<file path="src/bsp_defs.svh">
// Constants for the bitstream engine: register map, field positions, counts.
// Assumes inclusion by bare name from each design file.
`ifndef BSP_DEFS_SVH
`define BSP_DEFS_SVH
`define FIFO_DEPTH 16
`define FIFO_AW 4
`define GPR_N 8
`define ADDR_CTRL 8'h00
`define ADDR_STATUS 8'h04
`define ADDR_REF_LO 8'h08
`define ADDR_REF_HI 8'h0c
`define ADDR_MASK_LO 8'h10
`define ADDR_MASK_HI 8'h14
`define ADDR_PAGE 8'h18
`define CTRL_ENCODE 0
`define CTRL_PRIME 1
`define ST_CNT_LSB 0
`define ST_VB_LSB 5
`define ST_ENCODE 11
`define ST_STALL 12
`define ST_ENC_BUSY 13
`define ST_MATCH 14
`define MAX_GET 4'd8
`define VLC_BITS 4'd4
`define ENC_PIPE_CYCLES 4'd8
`define FULL_BITS 6'd32
`endif

</file>
<file path="src/bsp_pkg.sv">
// Types shared by the bitstream engine files.
// Assumes nothing beyond a SystemVerilog compiler.
package bsp_pkg;
  typedef enum logic [2:0] {
    ST_RUN = 3'b000,
    ST_VLC = 3'b001,
    ST_REFILL = 3'b010,
    ST_PRIME_A = 3'b011,
    ST_PRIME_B = 3'b100
  } state_e;
  typedef enum logic [4:0] {
    OP_NOP = 5'h00, OP_ADD = 5'h01, OP_SUB = 5'h02, OP_AND = 5'h03,
    OP_OR = 5'h04, OP_ADDI = 5'h05, OP_NEG = 5'h06, OP_ABS = 5'h07,
    OP_SCAN = 5'h08, OP_MUL = 5'h09, OP_LD = 5'h0a, OP_ST = 5'h0b,
    OP_LDA = 5'h0c, OP_STA = 5'h0d, OP_GETB = 5'h0e, OP_SRCH = 5'h0f,
    OP_SETPG = 5'h10, OP_PUTW = 5'h11, OP_CPH = 5'h12, OP_VLCS = 5'h13
  } opcode_e;
endpackage

</file>
<file path="src/bitstream_fifo.sv">
// Sixteen-word by 32-bit bitstream FIFO with valid/ready on both sides.
// Assumes one clock; the parent steers which party fills and which drains.
`timescale 1ns/1ps
`default_nettype none
`include "bsp_defs.svh"
module bitstream_fifo (
  input wire logic clk,
  input wire logic rst_n,
  input wire logic in_valid,
  input wire logic [31:0] in_data,
  output logic in_ready,
  output logic out_valid,
  output logic [31:0] out_data,
  input wire logic out_ready,
  output logic [`FIFO_AW:0] count
);
  logic [31:0] mem_q [`FIFO_DEPTH];
  logic [`FIFO_AW-1:0] wp_q, rp_q;
  logic [`FIFO_AW:0] cnt_q;
  logic push, pop;

  assign in_ready = cnt_q != (`FIFO_AW+1)'(`FIFO_DEPTH);
  assign out_valid = cnt_q != '0;
  assign out_data = mem_q[rp_q];
  assign count = cnt_q;
  assign push = in_valid && in_ready;
  assign pop = out_valid && out_ready;

  // Storage needs no reset; pointers define what is valid
  always_ff @(posedge clk) begin
    if (push) begin
      mem_q[wp_q] <= in_data;
    end
  end

  always_ff @(posedge clk or negedge rst_n) begin
    if (!rst_n) begin
      wp_q <= '0;
      rp_q <= '0;
      cnt_q <= '0;
    end else begin
      if (push) begin
        wp_q <= wp_q + 1'b1;
      end
      if (pop) begin
        rp_q <= rp_q + 1'b1;
      end
      if (push && !pop) begin
        cnt_q <= cnt_q + 1'b1;
      end else if (pop && !push) begin
        cnt_q <= cnt_q - 1'b1;
      end
    end
  end
endmodule
`default_nettype wire

</file>
<file path="src/bitstream_engine.sv">
// Bitstream engine: 16-bit core, bit shifter, code search, FIFO steering.
// Assumes an APB master, an instruction source, a halfword memory and a DMA.
//
// What the document requires
// Software leaves encode resources alone eight cycles after a pack op.
// Parse ops may suspend; two no-ops must follow each. Here the core stalls followers until the op ends, without no-ops.
// One instruction issued and completed per clock, multi-cycle ops excepted.
// Table parse takes four stream bits per two-cycle lookup-and-discard step.
// Sixteen-bit load-store core with eight registers, ALU, multiplier, shifter.
// Register zero is an ordinary register, not tied to zero.
// Dedicated negate, absolute value and zig-zag/alternate scan translation units.
// Ordinary load/store address is page base plus 8-bit immediate.
// Absolute load/store use the register address directly, whole 16-bit space.
// Two-cycle multiply; low half to a register, high to compare upper half.
// Scan translator maps low six bits, zero-extended result to a register.
// FIFO of sixteen 32-bit words; in decode DMA fills, core drains words.
// In encode the core fills the FIFO and DMA drains it.
// Shifter is 32-bit head, 32-bit refill and 64-bit shift; words enter refill.
// Stream kept left-justified; reads come from head's top eight bits.
// Request for up to eight bits returns them right-justified, zero-filled.
// After N bits, head and refill shift left together by N.
// With at least N valid refill bits the shift takes one step.
// Otherwise refill from FIFO, shift N minus old count, count becomes 32-(N-old).
// Core stalls during the refill-and-shift until the fetch ends.
// Code search compares head bits to reference under mask, one to 32 bits.
// Reference and mask are 32 bits, each two separately written halves.
// Software must not write a register in the slot after a multiply.
// Refill on empty FIFO stalls until DMA supplies a word, then completes.
`timescale 1ns/1ps
`default_nettype none
`include "bsp_defs.svh"
module bitstream_engine
  import bsp_pkg::*;
(
  input wire logic pclk,
  input wire logic presetn,
  input wire logic psel,
  input wire logic penable,
  input wire logic pwrite,
  input wire logic [7:0] paddr,
  input wire logic [31:0] pwdata,
  output logic [31:0] prdata,
  output logic pready,
  output logic pslverr,
  input wire logic instr_valid,
  input wire logic [15:0] instr,
  output logic instr_ready,
  output logic mem_rd,
  output logic [15:0] mem_raddr,
  input wire logic [15:0] mem_rdata,
  output logic mem_wr,
  output logic [15:0] mem_waddr,
  output logic [15:0] mem_wdata,
  input wire logic dma_fill_valid,
  input wire logic [31:0] dma_fill_data,
  output logic dma_fill_ready,
  output logic dma_drain_valid,
  output logic [31:0] dma_drain_data,
  input wire logic dma_drain_ready
);
  // ----------------------------------------
  // Scan tables, indexed by scan position
  // ----------------------------------------
  localparam logic [5:0] ZZ_TAB [64] = '{
    0, 1, 8, 16, 9, 2, 3, 10, 17, 24, 32, 25, 18, 11, 4, 5,
    12, 19, 26, 33, 40, 48, 41, 34, 27, 20, 13, 6, 7, 14, 21, 28,
    35, 42, 49, 56, 57, 50, 43, 36, 29, 22, 15, 23, 30, 37, 44, 51,
    58, 59, 52, 45, 38, 31, 39, 46, 53, 60, 61, 54, 47, 55, 62, 63};
  localparam logic [5:0] ALT_TAB [64] = '{
    0, 8, 16, 24, 1, 9, 2, 10, 17, 25, 32, 40, 48, 56, 57, 49,
    41, 33, 26, 18, 3, 11, 4, 12, 19, 27, 34, 42, 50, 58, 35, 43,
    51, 59, 20, 28, 5, 13, 6, 14, 21, 29, 36, 44, 52, 60, 37, 45,
    53, 61, 22, 30, 7, 15, 23, 31, 38, 46, 54, 62, 39, 47, 55, 63};

  function automatic logic addr_ok(input logic [7:0] a);
    logic [7:0] w;
    w = {a[7:2], 2'b00};
    addr_ok = (w == `ADDR_CTRL) || (w == `ADDR_STATUS) || (w == `ADDR_REF_LO) ||
              (w == `ADDR_REF_HI) || (w == `ADDR_MASK_LO) || (w == `ADDR_MASK_HI) ||
              (w == `ADDR_PAGE);
  endfunction

  // ----------------------------------------
  // State
  // ----------------------------------------
  state_e state_q;
  logic [15:0] gpr_q [`GPR_N];
  logic [15:0] page_q, cmp_hi_q, mul_lo_q, mul_hi_q;
  logic [2:0] mul_rd_q;
  logic mul_pend_q;
  logic [31:0] ref_q, mask_q, alpha_q, beta_q, prdata_q;
  logic [5:0] vbits_q;
  logic [3:0] pend_n_q, enc_cnt_q;
  logic encode_q, prime_q, match_q, pslverr_q;
  logic mem_wr_q;
  logic [15:0] mem_waddr_q, mem_wdata_q;

  // ----------------------------------------
  // Decode
  // ----------------------------------------
  opcode_e op;
  logic [2:0] rd, rs, rt;
  logic [7:0] imm8;
  logic [15:0] a, b, d, page_ea, head_bits, wb_val;
  logic [3:0] n_req;
  logic issue, wb_en, hit, stall;
  logic [31:0] prod;

  assign op = opcode_e'(instr[15:11]);
  assign rd = instr[10:8];
  assign rs = instr[7:5];
  assign rt = instr[4:2];
  assign imm8 = instr[7:0];
  assign a = gpr_q[rs];
  assign b = gpr_q[rt];
  assign d = gpr_q[rd];
  assign n_req = (instr[3:0] > `MAX_GET) ? `MAX_GET : instr[3:0];
  assign page_ea = page_q + {8'h00, imm8};
  assign head_bits = 16'({8'h00, alpha_q[31:24]} >> (`MAX_GET - n_req));
  assign hit = ((alpha_q ^ ref_q) & mask_q) == 32'h0000_0000;
  assign prod = a * b;

  // ----------------------------------------
  // FIFO steering
  // ----------------------------------------
  logic f_in_valid, f_in_ready, f_out_valid, f_out_ready;
  logic [31:0] f_in_data, f_out_data;
  logic [`FIFO_AW:0] f_count;
  logic push_valid, pop_ready, pop_valid, pop;

  assign push_valid = issue && op == OP_PUTW && encode_q;
  assign f_in_valid = encode_q ? push_valid : dma_fill_valid;
  assign f_in_data = encode_q ? {a, b} : dma_fill_data;
  assign dma_fill_ready = !encode_q && f_in_ready;
  assign f_out_ready = encode_q ? dma_drain_ready : pop_ready;
  assign dma_drain_valid = encode_q && f_out_valid;
  assign dma_drain_data = f_out_data;
  assign pop_valid = !encode_q && f_out_valid;
  assign pop_ready = !encode_q && (state_q == ST_REFILL || state_q == ST_PRIME_A ||
                                   state_q == ST_PRIME_B);
  assign pop = pop_ready && pop_valid;

  bitstream_fifo u_fifo (
    .clk(pclk),
    .rst_n(presetn),
    .in_valid(f_in_valid),
    .in_data(f_in_data),
    .in_ready(f_in_ready),
    .out_valid(f_out_valid),
    .out_data(f_out_data),
    .out_ready(f_out_ready),
    .count(f_count)
  );

  // ----------------------------------------
  // Issue and stall
  // ----------------------------------------
  // Suspended multi-cycle ops hold the slot, so followers wait
  assign stall = state_q != ST_RUN || prime_q;
  assign instr_ready = !stall && !(op == OP_PUTW && encode_q && !f_in_ready);
  assign issue = instr_valid && instr_ready;

  // ----------------------------------------
  // Register write-back
  // ----------------------------------------
  always_comb begin
    wb_en = issue;
    wb_val = 16'h0000;
    case (op)
      OP_ADD: wb_val = a + b;
      OP_SUB: wb_val = a - b;
      OP_AND: wb_val = a & b;
      OP_OR: wb_val = a | b;
      OP_ADDI: wb_val = d + {8'h00, imm8};
      OP_NEG: wb_val = -a;
      OP_ABS: wb_val = a[15] ? -a : a;
      OP_SCAN: wb_val = {10'h000, instr[0] ? ALT_TAB[a[5:0]] : ZZ_TAB[a[5:0]]};
      OP_LD, OP_LDA, OP_VLCS: wb_val = mem_rdata;
      OP_GETB: wb_val = head_bits;
      OP_SRCH: wb_val = {15'h0000, hit};
      OP_CPH: wb_val = cmp_hi_q;
      default: wb_en = 1'b0;
    endcase
  end

  // Every register, zero included, is fully writable
  for (genvar g = 0; g < `GPR_N; g++) begin : g_gpr
    always_ff @(posedge pclk or negedge presetn) begin
      if (!presetn) begin
        gpr_q[g] <= 16'h0000;
      end else if (mul_pend_q && mul_rd_q == 3'(g)) begin
        gpr_q[g] <= mul_lo_q;
      end else if (wb_en && rd == 3'(g)) begin
        gpr_q[g] <= wb_val;
      end
    end
  end

  // Product lands one cycle after issue; the slot in between stays open
  always_ff @(posedge pclk or negedge presetn) begin
    if (!presetn) begin
      mul_pend_q <= 1'b0;
      mul_rd_q <= 3'h0;
      mul_lo_q <= 16'h0000;
      mul_hi_q <= 16'h0000;
      cmp_hi_q <= 16'h0000;
    end else begin
      mul_pend_q <= issue && op == OP_MUL;
      if (issue && op == OP_MUL) begin
        mul_rd_q <= rd;
        mul_lo_q <= prod[15:0];
        mul_hi_q <= prod[31:16];
      end
      if (mul_pend_q) begin
        cmp_hi_q <= mul_hi_q;
      end
    end
  end

  // ----------------------------------------
  // Memory port
  // ----------------------------------------
  always_comb begin
    mem_rd = issue && (op == OP_LD || op == OP_LDA || op == OP_VLCS);
    case (op)
      OP_LD: mem_raddr = page_ea;
      OP_VLCS: mem_raddr = a + {12'h000, alpha_q[31:28]};
      default: mem_raddr = a;
    endcase
  end

  always_ff @(posedge pclk or negedge presetn) begin
    if (!presetn) begin
      mem_wr_q <= 1'b0;
      mem_waddr_q <= 16'h0000;
      mem_wdata_q <= 16'h0000;
      page_q <= 16'h0000;
    end else begin
      mem_wr_q <= issue && (op == OP_ST || op == OP_STA);
      mem_waddr_q <= (op == OP_ST) ? page_ea : a;
      mem_wdata_q <= d;
      if (issue && op == OP_SETPG) begin
        page_q <= a;
      end
    end
  end

  assign mem_wr = mem_wr_q;
  assign mem_waddr = mem_waddr_q;
  assign mem_wdata = mem_wdata_q;

  // ----------------------------------------
  // Shifter sequencing
  // ----------------------------------------
  logic sh_now, need_refill;
  logic [3:0] sh_n;
  logic [63:0] t_old, t_new;

  assign sh_n = (state_q == ST_VLC) ? `VLC_BITS : n_req;
  assign sh_now = (issue && op == OP_GETB && vbits_q >= {2'b00, n_req}) ||
                  (state_q == ST_VLC && vbits_q >= {2'b00, `VLC_BITS});
  assign need_refill = (issue && op == OP_GETB && vbits_q < {2'b00, n_req}) ||
                       (state_q == ST_VLC && vbits_q < {2'b00, `VLC_BITS});
  // Old refill bits first join the head, then the new word is shifted
  assign t_old = {alpha_q, beta_q} << vbits_q;
  assign t_new = {t_old[63:32], f_out_data} << ({2'b00, pend_n_q} - vbits_q);

  always_ff @(posedge pclk or negedge presetn) begin
    if (!presetn) begin
      state_q <= ST_RUN;
      pend_n_q <= 4'h0;
    end else begin
      case (state_q)
        ST_RUN: begin
          if (prime_q) begin
            state_q <= ST_PRIME_A;
          end else if (need_refill) begin
            state_q <= ST_REFILL;
            pend_n_q <= n_req;
          end else if (issue && op == OP_VLCS) begin
            state_q <= ST_VLC;
          end
        end
        ST_VLC: begin
          state_q <= need_refill ? ST_REFILL : ST_RUN;
          pend_n_q <= `VLC_BITS;
        end
        ST_REFILL: if (pop) state_q <= ST_RUN;
        ST_PRIME_A: if (pop) state_q <= ST_PRIME_B;
        ST_PRIME_B: if (pop) state_q <= ST_RUN;
        default: state_q <= ST_RUN;
      endcase
    end
  end

  always_ff @(posedge pclk or negedge presetn) begin
    if (!presetn) begin
      alpha_q <= 32'h0000_0000;
      beta_q <= 32'h0000_0000;
      vbits_q <= 6'h00;
    end else if (sh_now) begin
      {alpha_q, beta_q} <= {alpha_q, beta_q} << sh_n;
      vbits_q <= vbits_q - {2'b00, sh_n};
    end else if (state_q == ST_REFILL && pop) begin
      {alpha_q, beta_q} <= t_new;
      vbits_q <= `FULL_BITS - ({2'b00, pend_n_q} - vbits_q);
    end else if (state_q == ST_PRIME_A && pop) begin
      alpha_q <= f_out_data;
    end else if (state_q == ST_PRIME_B && pop) begin
      beta_q <= f_out_data;
      vbits_q <= `FULL_BITS;
    end
  end

  // ----------------------------------------
  // Search and encode-pipe status
  // ----------------------------------------
  always_ff @(posedge pclk or negedge presetn) begin
    if (!presetn) begin
      match_q <= 1'b0;
      enc_cnt_q <= 4'h0;
    end else begin
      if (issue && op == OP_SRCH) begin
        match_q <= hit;
      end
      // Busy flag only informs software; nothing is blocked by it
      if (push_valid && f_in_ready) begin
        enc_cnt_q <= `ENC_PIPE_CYCLES;
      end else if (enc_cnt_q != 4'h0) begin
        enc_cnt_q <= enc_cnt_q - 1'b1;
      end
    end
  end

  // ----------------------------------------
  // APB slave
  // ----------------------------------------
  logic setup, wr_acc;
  logic [7:0] wa;
  logic [31:0] status;

  assign setup = psel && !penable;
  assign wr_acc = psel && penable && pwrite;
  assign wa = {paddr[7:2], 2'b00};
  assign pready = 1'b1;
  assign prdata = prdata_q;
  assign pslverr = pslverr_q;

  always_comb begin
    status = 32'h0000_0000;
    status[`ST_CNT_LSB +: 5] = f_count;
    status[`ST_VB_LSB +: 6] = vbits_q;
    status[`ST_ENCODE] = encode_q;
    status[`ST_STALL] = stall;
    status[`ST_ENC_BUSY] = enc_cnt_q != 4'h0;
    status[`ST_MATCH] = match_q;
  end

  always_ff @(posedge pclk or negedge presetn) begin
    if (!presetn) begin
      prdata_q <= 32'h0000_0000;
      pslverr_q <= 1'b0;
    end else if (setup) begin
      pslverr_q <= !addr_ok(paddr);
      case (wa)
        `ADDR_CTRL: prdata_q <= {30'h0, prime_q, encode_q};
        `ADDR_STATUS: prdata_q <= status;
        `ADDR_REF_LO: prdata_q <= {16'h0000, ref_q[15:0]};
        `ADDR_REF_HI: prdata_q <= {16'h0000, ref_q[31:16]};
        `ADDR_MASK_LO: prdata_q <= {16'h0000, mask_q[15:0]};
        `ADDR_MASK_HI: prdata_q <= {16'h0000, mask_q[31:16]};
        `ADDR_PAGE: prdata_q <= {16'h0000, page_q};
        default: prdata_q <= 32'h0000_0000;
      endcase
    end
  end

  always_ff @(posedge pclk or negedge presetn) begin
    if (!presetn) begin
      encode_q <= 1'b0;
      prime_q <= 1'b0;
      ref_q <= 32'h0000_0000;
      mask_q <= 32'h0000_0000;
    end else begin
      // A new request wins over the consumption in the same cycle
      if (wr_acc && wa == `ADDR_CTRL && pwdata[`CTRL_PRIME]) begin
        prime_q <= 1'b1;
      end else if (state_q == ST_RUN) begin
        prime_q <= 1'b0;
      end
      if (wr_acc) begin
        case (wa)
          `ADDR_CTRL: encode_q <= pwdata[`CTRL_ENCODE];
          `ADDR_REF_LO: ref_q[15:0] <= pwdata[15:0];
          `ADDR_REF_HI: ref_q[31:16] <= pwdata[15:0];
          `ADDR_MASK_LO: mask_q[15:0] <= pwdata[15:0];
          `ADDR_MASK_HI: mask_q[31:16] <= pwdata[15:0];
          default: ;
        endcase
      end
    end
  end
endmodule
`default_nettype wire

</file>
<file path="config.mk">
export PLATFORM = sky130hd
export DESIGN_NAME = bitstream_engine
export DESIGN_NICKNAME = d
export VERILOG_FILES = /design/src/bsp_pkg.sv /design/src/bitstream_fifo.sv /design/src/bitstream_engine.sv
export VERILOG_INCLUDE_DIRS = /design/src
export SDC_FILE = /design/constraint.sdc
export NUM_CORES = 2
export LEC_CHECK = 0
export BUFFER_PORTS_ARGS = -buffer_cell sky130_fd_sc_hd__buf_2
export CAP_MARGIN = 10
export CORE_AREA = 10 10 584 300
export CTS_CLUSTER_DIAMETER = 60
export CTS_CLUSTER_SIZE = 20
export DETAILED_ROUTE_END_ITERATION = 16
export DIE_AREA = 0 0 594 310
export PLACE_DENSITY = 0.56
export SKIP_CTS_REPAIR_TIMING = 1
export SYNTH_ARGS = -nofsm -noshare
export SYNTH_HDL_FRONTEND = slang
export SYNTH_HIERARCHICAL = 1
export SYNTH_SLANG_ARGS = --single-unit
</file>
<file path="constraint.sdc">
create_clock -name pclk -period 14.86 [get_ports pclk]
set_input_delay 1.486 -clock pclk [delete_from_list [all_inputs] [get_ports pclk]]
set_output_delay 1.486 -clock pclk [all_outputs]
set_load 0.03 [all_outputs]
</file>
### Word-level counts from Yosys, hierarchy flattened

Memory sizes are Yosys's and may differ from the RTL's.
Index checks and enable logic that the tools add are counted.

| storage, ports and cells | value |
|---|---|
| bits in writable memories | 512 |
| bits of input ports | 112 |
| memories kept | 3 |
| logic and storage cells | 302 |
| flip-flop bits (word level) | 423 |
| output and inout bits | 119 |
| memory bits (read-only) | 768 |

Memory list:

| memory | depth | bits a word | read ports | clocked after Yosys merged registers in | write ports | RTL line | text |
|---|---|---|---|---|---|---|---|
| u_fifo.mem_q | 16 | 32 | 1 | 0 | 1 | bitstream_fifo.sv:17 | `` logic [31:0] mem_q [`FIFO_DEPTH]; `` |
| (no name shown) | 64 | 6 | 1 | 0 | 0 | bitstream_engine.sv:177 | `OP_SCAN: wb_val = {10'h000, instr[0] ? ALT_TAB[a[5:0]] : ZZ_TAB[a[5:0]]};` |
| (no name shown) | 64 | 6 | 1 | 0 | 0 | bitstream_engine.sv:177 |  |

| operators by class | value |
|---|---|
| add/sub/neg operators | 15 |
| multiply operators | 1 |
| equality and inequality tests | 50 |
| reduce and logical (&&, ||, !) cells | 107 |
| shift-type cells | 4 |
| mux-type cells | 70 |
| magnitude comparators | 9 |
| bitwise operators | 8 |

Operators with widths:

| cell | count |
|---|---|
| $mux W16 | 24 |
| $mux W32 | 8 |
| $pmux W16 S12 | 1 |
| $bmux W16 S3 | 3 |
| $shl A64 B6 Y64 | 2 |
| $pmux W16 S7 | 1 |
| $shl A64 B4 Y64 | 1 |
| $mux W6 | 9 |
| $logic_and A1 B1 Y1 | 51 |
| $eq A5 B4 Y1 const B | 8 |
| $add A16 B8 Y16 | 2 |
| $and A32 B32 Y32 | 1 |
| $logic_not A32 Y1 | 1 |
| $mul A16 B16 Y32 | 1 |
| $pmux W16 S2 | 1 |
| $xor A32 B32 Y32 | 1 |
| $eq A3 B3 Y1 const B | 9 |
| $mux W4 | 6 |
| $reduce_bool A2 Y1 | 12 |
| $eq A5 B3 Y1 const B | 4 |
| $eq A5 B5 Y1 const B | 4 |
| $eq A3 B2 Y1 const B | 6 |
| $eq A6 B3 Y1 const B | 3 |
| $add A16 B16 Y16 | 1 |
| 52 further kinds | 104 |

### Longest topological paths before layout

| logic depth | value |
|---|---|
| depth after elaboration | 14 |
| gate-level depth with buffers | 30 |
| gate-level depth less buffers | 25 |

### Cells and area by module

The synthesis kept the hierarchy.

By module, submodules not included:

| module | area each (sq um) | cells an instance | times used | seq. area each (sq um) |
|---|---|---|---|---|
| bitstream_engine | 45218.4 | 5190 | 1 | 9859.5 |
| bitstream_fifo | 20375.8 | 1005 | 1 | 15700.1 |

### Worst setup path before layout

Ideal clock, no wire load.

| path | value |
|---|---|
| path type | input to register |
| from | in instr[2] |
| to | reg mul_hi_q[14] |
| data arrival time | 9226 ps |
| path slack | 5496 ps |
| cell stages on the path | 28 |
| library setup time | 138 ps |
| required time | 14722 ps |
| buffers on the path | 5 |
| path through | buf_2 buf_2 buf_2 mux4_2 mux2i_1 clkbuf_1 buf_1 nor2_1 fa_1 inv_1 fa_1 fa_1 inv_1 fa_1 fa_1 inv_1 fa_1 inv_1 ha_1 a21o_1 a21oi_1 o221ai_1 a2111oi_0 nor2_1 a221o_1 a41oi_1 mux2i_1 o22ai_1 |

| on the way | value |
|---|---|
| cells in the longest elaborated chain, start to end | 5 |

RTL lines:

| what | RTL line | text |
|---|---|---|
| start, declared | bitstream_engine.sv:46 | `input wire logic [15:0] instr,` |
| $not A3 Y4 (implied by the code) | bitstream_engine.sv:115 | `assign b = gpr_q[rt];` |
| $bmux W16 S3 | bitstream_engine.sv:115 |  |
| $mux W16 (implied by the code) (2 in a row) | bitstream_engine.sv:115 |  |
| $mul A16 B16 Y32 | bitstream_engine.sv:121 | `assign prod = a * b;` |
| end signal, assigned | bitstream_engine.sv:212 | `mul_hi_q <= prod[31:16];` |
| end, declared | bitstream_engine.sv:88 | `logic [15:0] page_q, cmp_hi_q, mul_lo_q, mul_hi_q;` |

Every way passes these cells. The select of a mux whose other input is x is not followed.
A chain may end at the register's enable or synchronous reset.

### Worst setup path in the final report

| path | value |
|---|---|
| from | in instr[5] |
| to | reg mul_hi_q[14] |

| on the way | value |
|---|---|
| cells in the longest elaborated chain, start to end | 5 |

RTL lines:

| what | RTL line | text |
|---|---|---|
| $not A3 Y4 (implied by the code) | bitstream_engine.sv:114 | `assign a = gpr_q[rs];` |
| $bmux W16 S3 | bitstream_engine.sv:114 |  |
| $mux W16 (implied by the code) (2 in a row) | bitstream_engine.sv:114 |  |
| $mul A16 B16 Y32 | bitstream_engine.sv:121 |  |

Every way passes these cells. The select of a mux whose other input is x is not followed.

==> qor.yml <==
cp_max_fo: 34
outcome: "completed"
design_area_um2: 71900
grt_pass1_vias: 52700
fin_skew_ns: 0.0503
endpoint_kind: "flop"
nets: 6735
slew_headroom_pct: 3.76
num_io_pins: 231
netlist.area_leader.share_pct: 23.4
setup_tns_ns: 0
clk_pin_slew_worst_paths_ns: 0.08
synth-edff-count: 512
cts_root_buf: "clkbuf_16"
synth_warnings: 6
die_area_um2: 184000
tightest_slew_ns: 1.42
synth_area_leader_cell: "edfxtp_1"
cp-start-kind: "primary input"
clock_latency_ns: 0.71
hold_path_end: "mul_hi_q[12]"
reg2reg_from: "gpr_q[84]"
yosys-top-cells-area: "edfxtp_1 (23%), dfrtp_1 (16%), mux4_2 (9.2%)"
die-height_um: 310
utilization_pct: 43.5
critPathMaxStageDelay_ns: 0.85
syn_area_um2: 65600
hold_viol: 0
drv_slew: 0
cap_violations: 0
final_antenna_net_count: 0
drive_gt1_share_pct: 17.3
worst-setup-path-type: "in -> reg"
dp_hpwl_mm: 239
num_rows: 106
dr.pass1.iters: 8
cts_tree: "built"
totalWireLength_mm: 322
ys_top_cells_by_count: "nand2_1 (667), edfxtp_1 (512), nor2_1 (502), mux2i_1 (463), dfrtp_1 (407)"
path_common_cell: "fa_1"
synth_ff_type: "edfxtp_1"
h-tree-depth: 3
placed_area_um2: 69500
timing.final.crit_share_pct: 69.4
place.gp.congestion: 1.08
worstReg2RegEnd: "mul_hi_q[14]"
num_vias: 56900
grt-ovfl-total: 0
synth-async-reset-ratio_pct: 44.3
via_per_inst: 6.69
finalSetupViolations: 0
critical_path_required_ns: 15.40
ys_seq_elements: 919
gr-usage-all-layers_pct: 33.7
syn_to_final_growth_pct: 9.65
ff2ff_setup_slack_ns: 5.79
synth_cells: 6195
syn_avg_cell_area_um2: 10.6
portBuffers: 195
wl_met2_mm: 110
hold_class: "reg -> reg"
fmax_ghz: 0.0970
grt_max_degree: 147
maxUsedRoutingLayer: "met5"
die_w_um: 594
clockBufferDepth: 3
initial_core_util_pct: 39.7
final.min_clock_period_ns: 10.31
worst-r2r-cell-count: 26
rsz0062_at_grt: "false"
worstHoldStart: "mul_hi_q[12]"
hold_path_depth: 2
cts.sinks: 919
grt_pass1_wl_mm: 440
synthDistinctLibCells: 97
drt_iter0_markers: 9045
wl_per_cell_um: 37.8
startpoint: "instr[5]"
synth_most_common_cell: "nand2_1"
cts_buffers: 71
synth_seq_area_share_pct: 39.0
wl_met3_mm: 59.5
route.detailed.drc: 0
drt-met1-wl_mm: 143
core_um2: 165000
crit_arrival_ns: 10.85
slowest_stage: "clkinv_1"
antenna_found_initial: 31
==> state kept, by name, summed over array words and instances, names as in the netlist, 3 cells and up <==
signal        count
u_fifo/mem_q    512
page_q           16
ref_q            32
gpr_q           128
mul_hi_q         16
cmp_hi_q         16
mem_waddr        16
u_fifo/wp_q       4
enc_cnt_q         4
u_fifo/rp_q       4
mul_lo_q         16
beta_q           32
state_q           3
mem_wdata        16
vbits_q           6
alpha_q          32
u_fifo/count      5
pend_n_q          4
mask_q           32
mul_rd_q          3
prdata           16
==> layout make-up <==
type / instances / area (µm²)
well taps: 2214 / 2770
multi-input cells: 4506 / 37300
clock buffers: 78 / 1810
flip-flops and latches: 919 / 25600
repair buffers: 431 / 2790
diodes: 17 / 42.5
clock inverters: 36 / 455
fillers: 15600 / 93500
inverters: 309 / 1160
==> cells by family (layout without fill, tap and decap cells) <==
logic type	count (synthesis)	count (layout)	synth area share [%]
simple gates	1632	1632	10.8
compound gates	1427	1427	14.4
flops	919	919	39.0
mux	902	902	19.3
buf+inv	785	854	5.00
fa+ha+maj	385	385	9.64
xor+xnor	143	143	1.91
other cells	2	34	0.0114
==> worst max-delay path: cells and delay by family <==
kind                     cells  cell delay [ns]
AO/OA/AOI/OAI                7             2.21
adder cells (fa/ha/maj)      7             3.41
buffers and inverters        7             2.16
AND/OR/NAND/NOR              2             0.55
multiplexers                 3             0.99
==> worst max path at each step <==
stage	depth (start not counted)	to
2_1_floorplan	28	mul_hi_q[14]
3_3_place_gp	26	mul_hi_q[14]
3_5_place_dp	26	mul_hi_q[14]
4_1_cts	26	mul_hi_q[14]
5_1_grt	26	mul_hi_q[14]
6_report	26	mul_hi_q[14]
==> layout by cell type, fill, tap and decap left out, types with 17 or more instances in the layout <==
master     synthesis  final
nand2_1          667    664
edfxtp_1         512    512
nor2_1           502    484
mux2i_1          463    442
dfrtp_1          407    400
o21ai_0          364    360
inv_1            300    300
a21oi_1          294    286
mux4_2           268    268
buf_4             24    231
fa_1             201    200
buf_2             55    195
ha_1             184    183
mux2_2           156    156
a221oi_1         111    111
a22oi_1           98     98
nand3_1           88     87
nor3_1            97     84
xor2_1            72     71
clkbuf_16          0     71
xnor2_1           71     68
a31oi_1           58     57
o22ai_1           58     57
a21o_1            51     51
a211oi_1          52     51
nand2b_1          49     49
o211ai_1          45     45
or3_1             43     42
nand4_1           41     41
and3_1            35     35
o221ai_1          31     31
nor4_1            25     24
o21a_1            23     23
nor2b_1           21     20
o31ai_1           21     20
diode_2            0     17
conb_1             2     17
==> metal layers <==
metal / global-route usage [%] / vias to the layer above
li1: - / 23100
met3: 21.7 / 448
met4: 7.31 / 30
met1: 49.7 / 29100
met5: 4.23 / -
met2: 39.1 / 4310
==> per-stage QoR <==
stage / cells / setup WS, ns / hold slack (ns)
3_3_place_gp: 8370 / 4.19 / 0.456
2_1_floorplan: 6210 / 5.50 / 0.443
5_1_grt: 8498 / 4.27 / 0.509
4_1_cts: 8484 / 4.77 / 0.487
3_5_place_dp: 8370 / 4.03 / 0.468
6_report: 8510 / 4.55 / 0.480
Power is not shown: default switching activity piles up to over one toggle a cycle in this logic, so the estimate is an artifact.
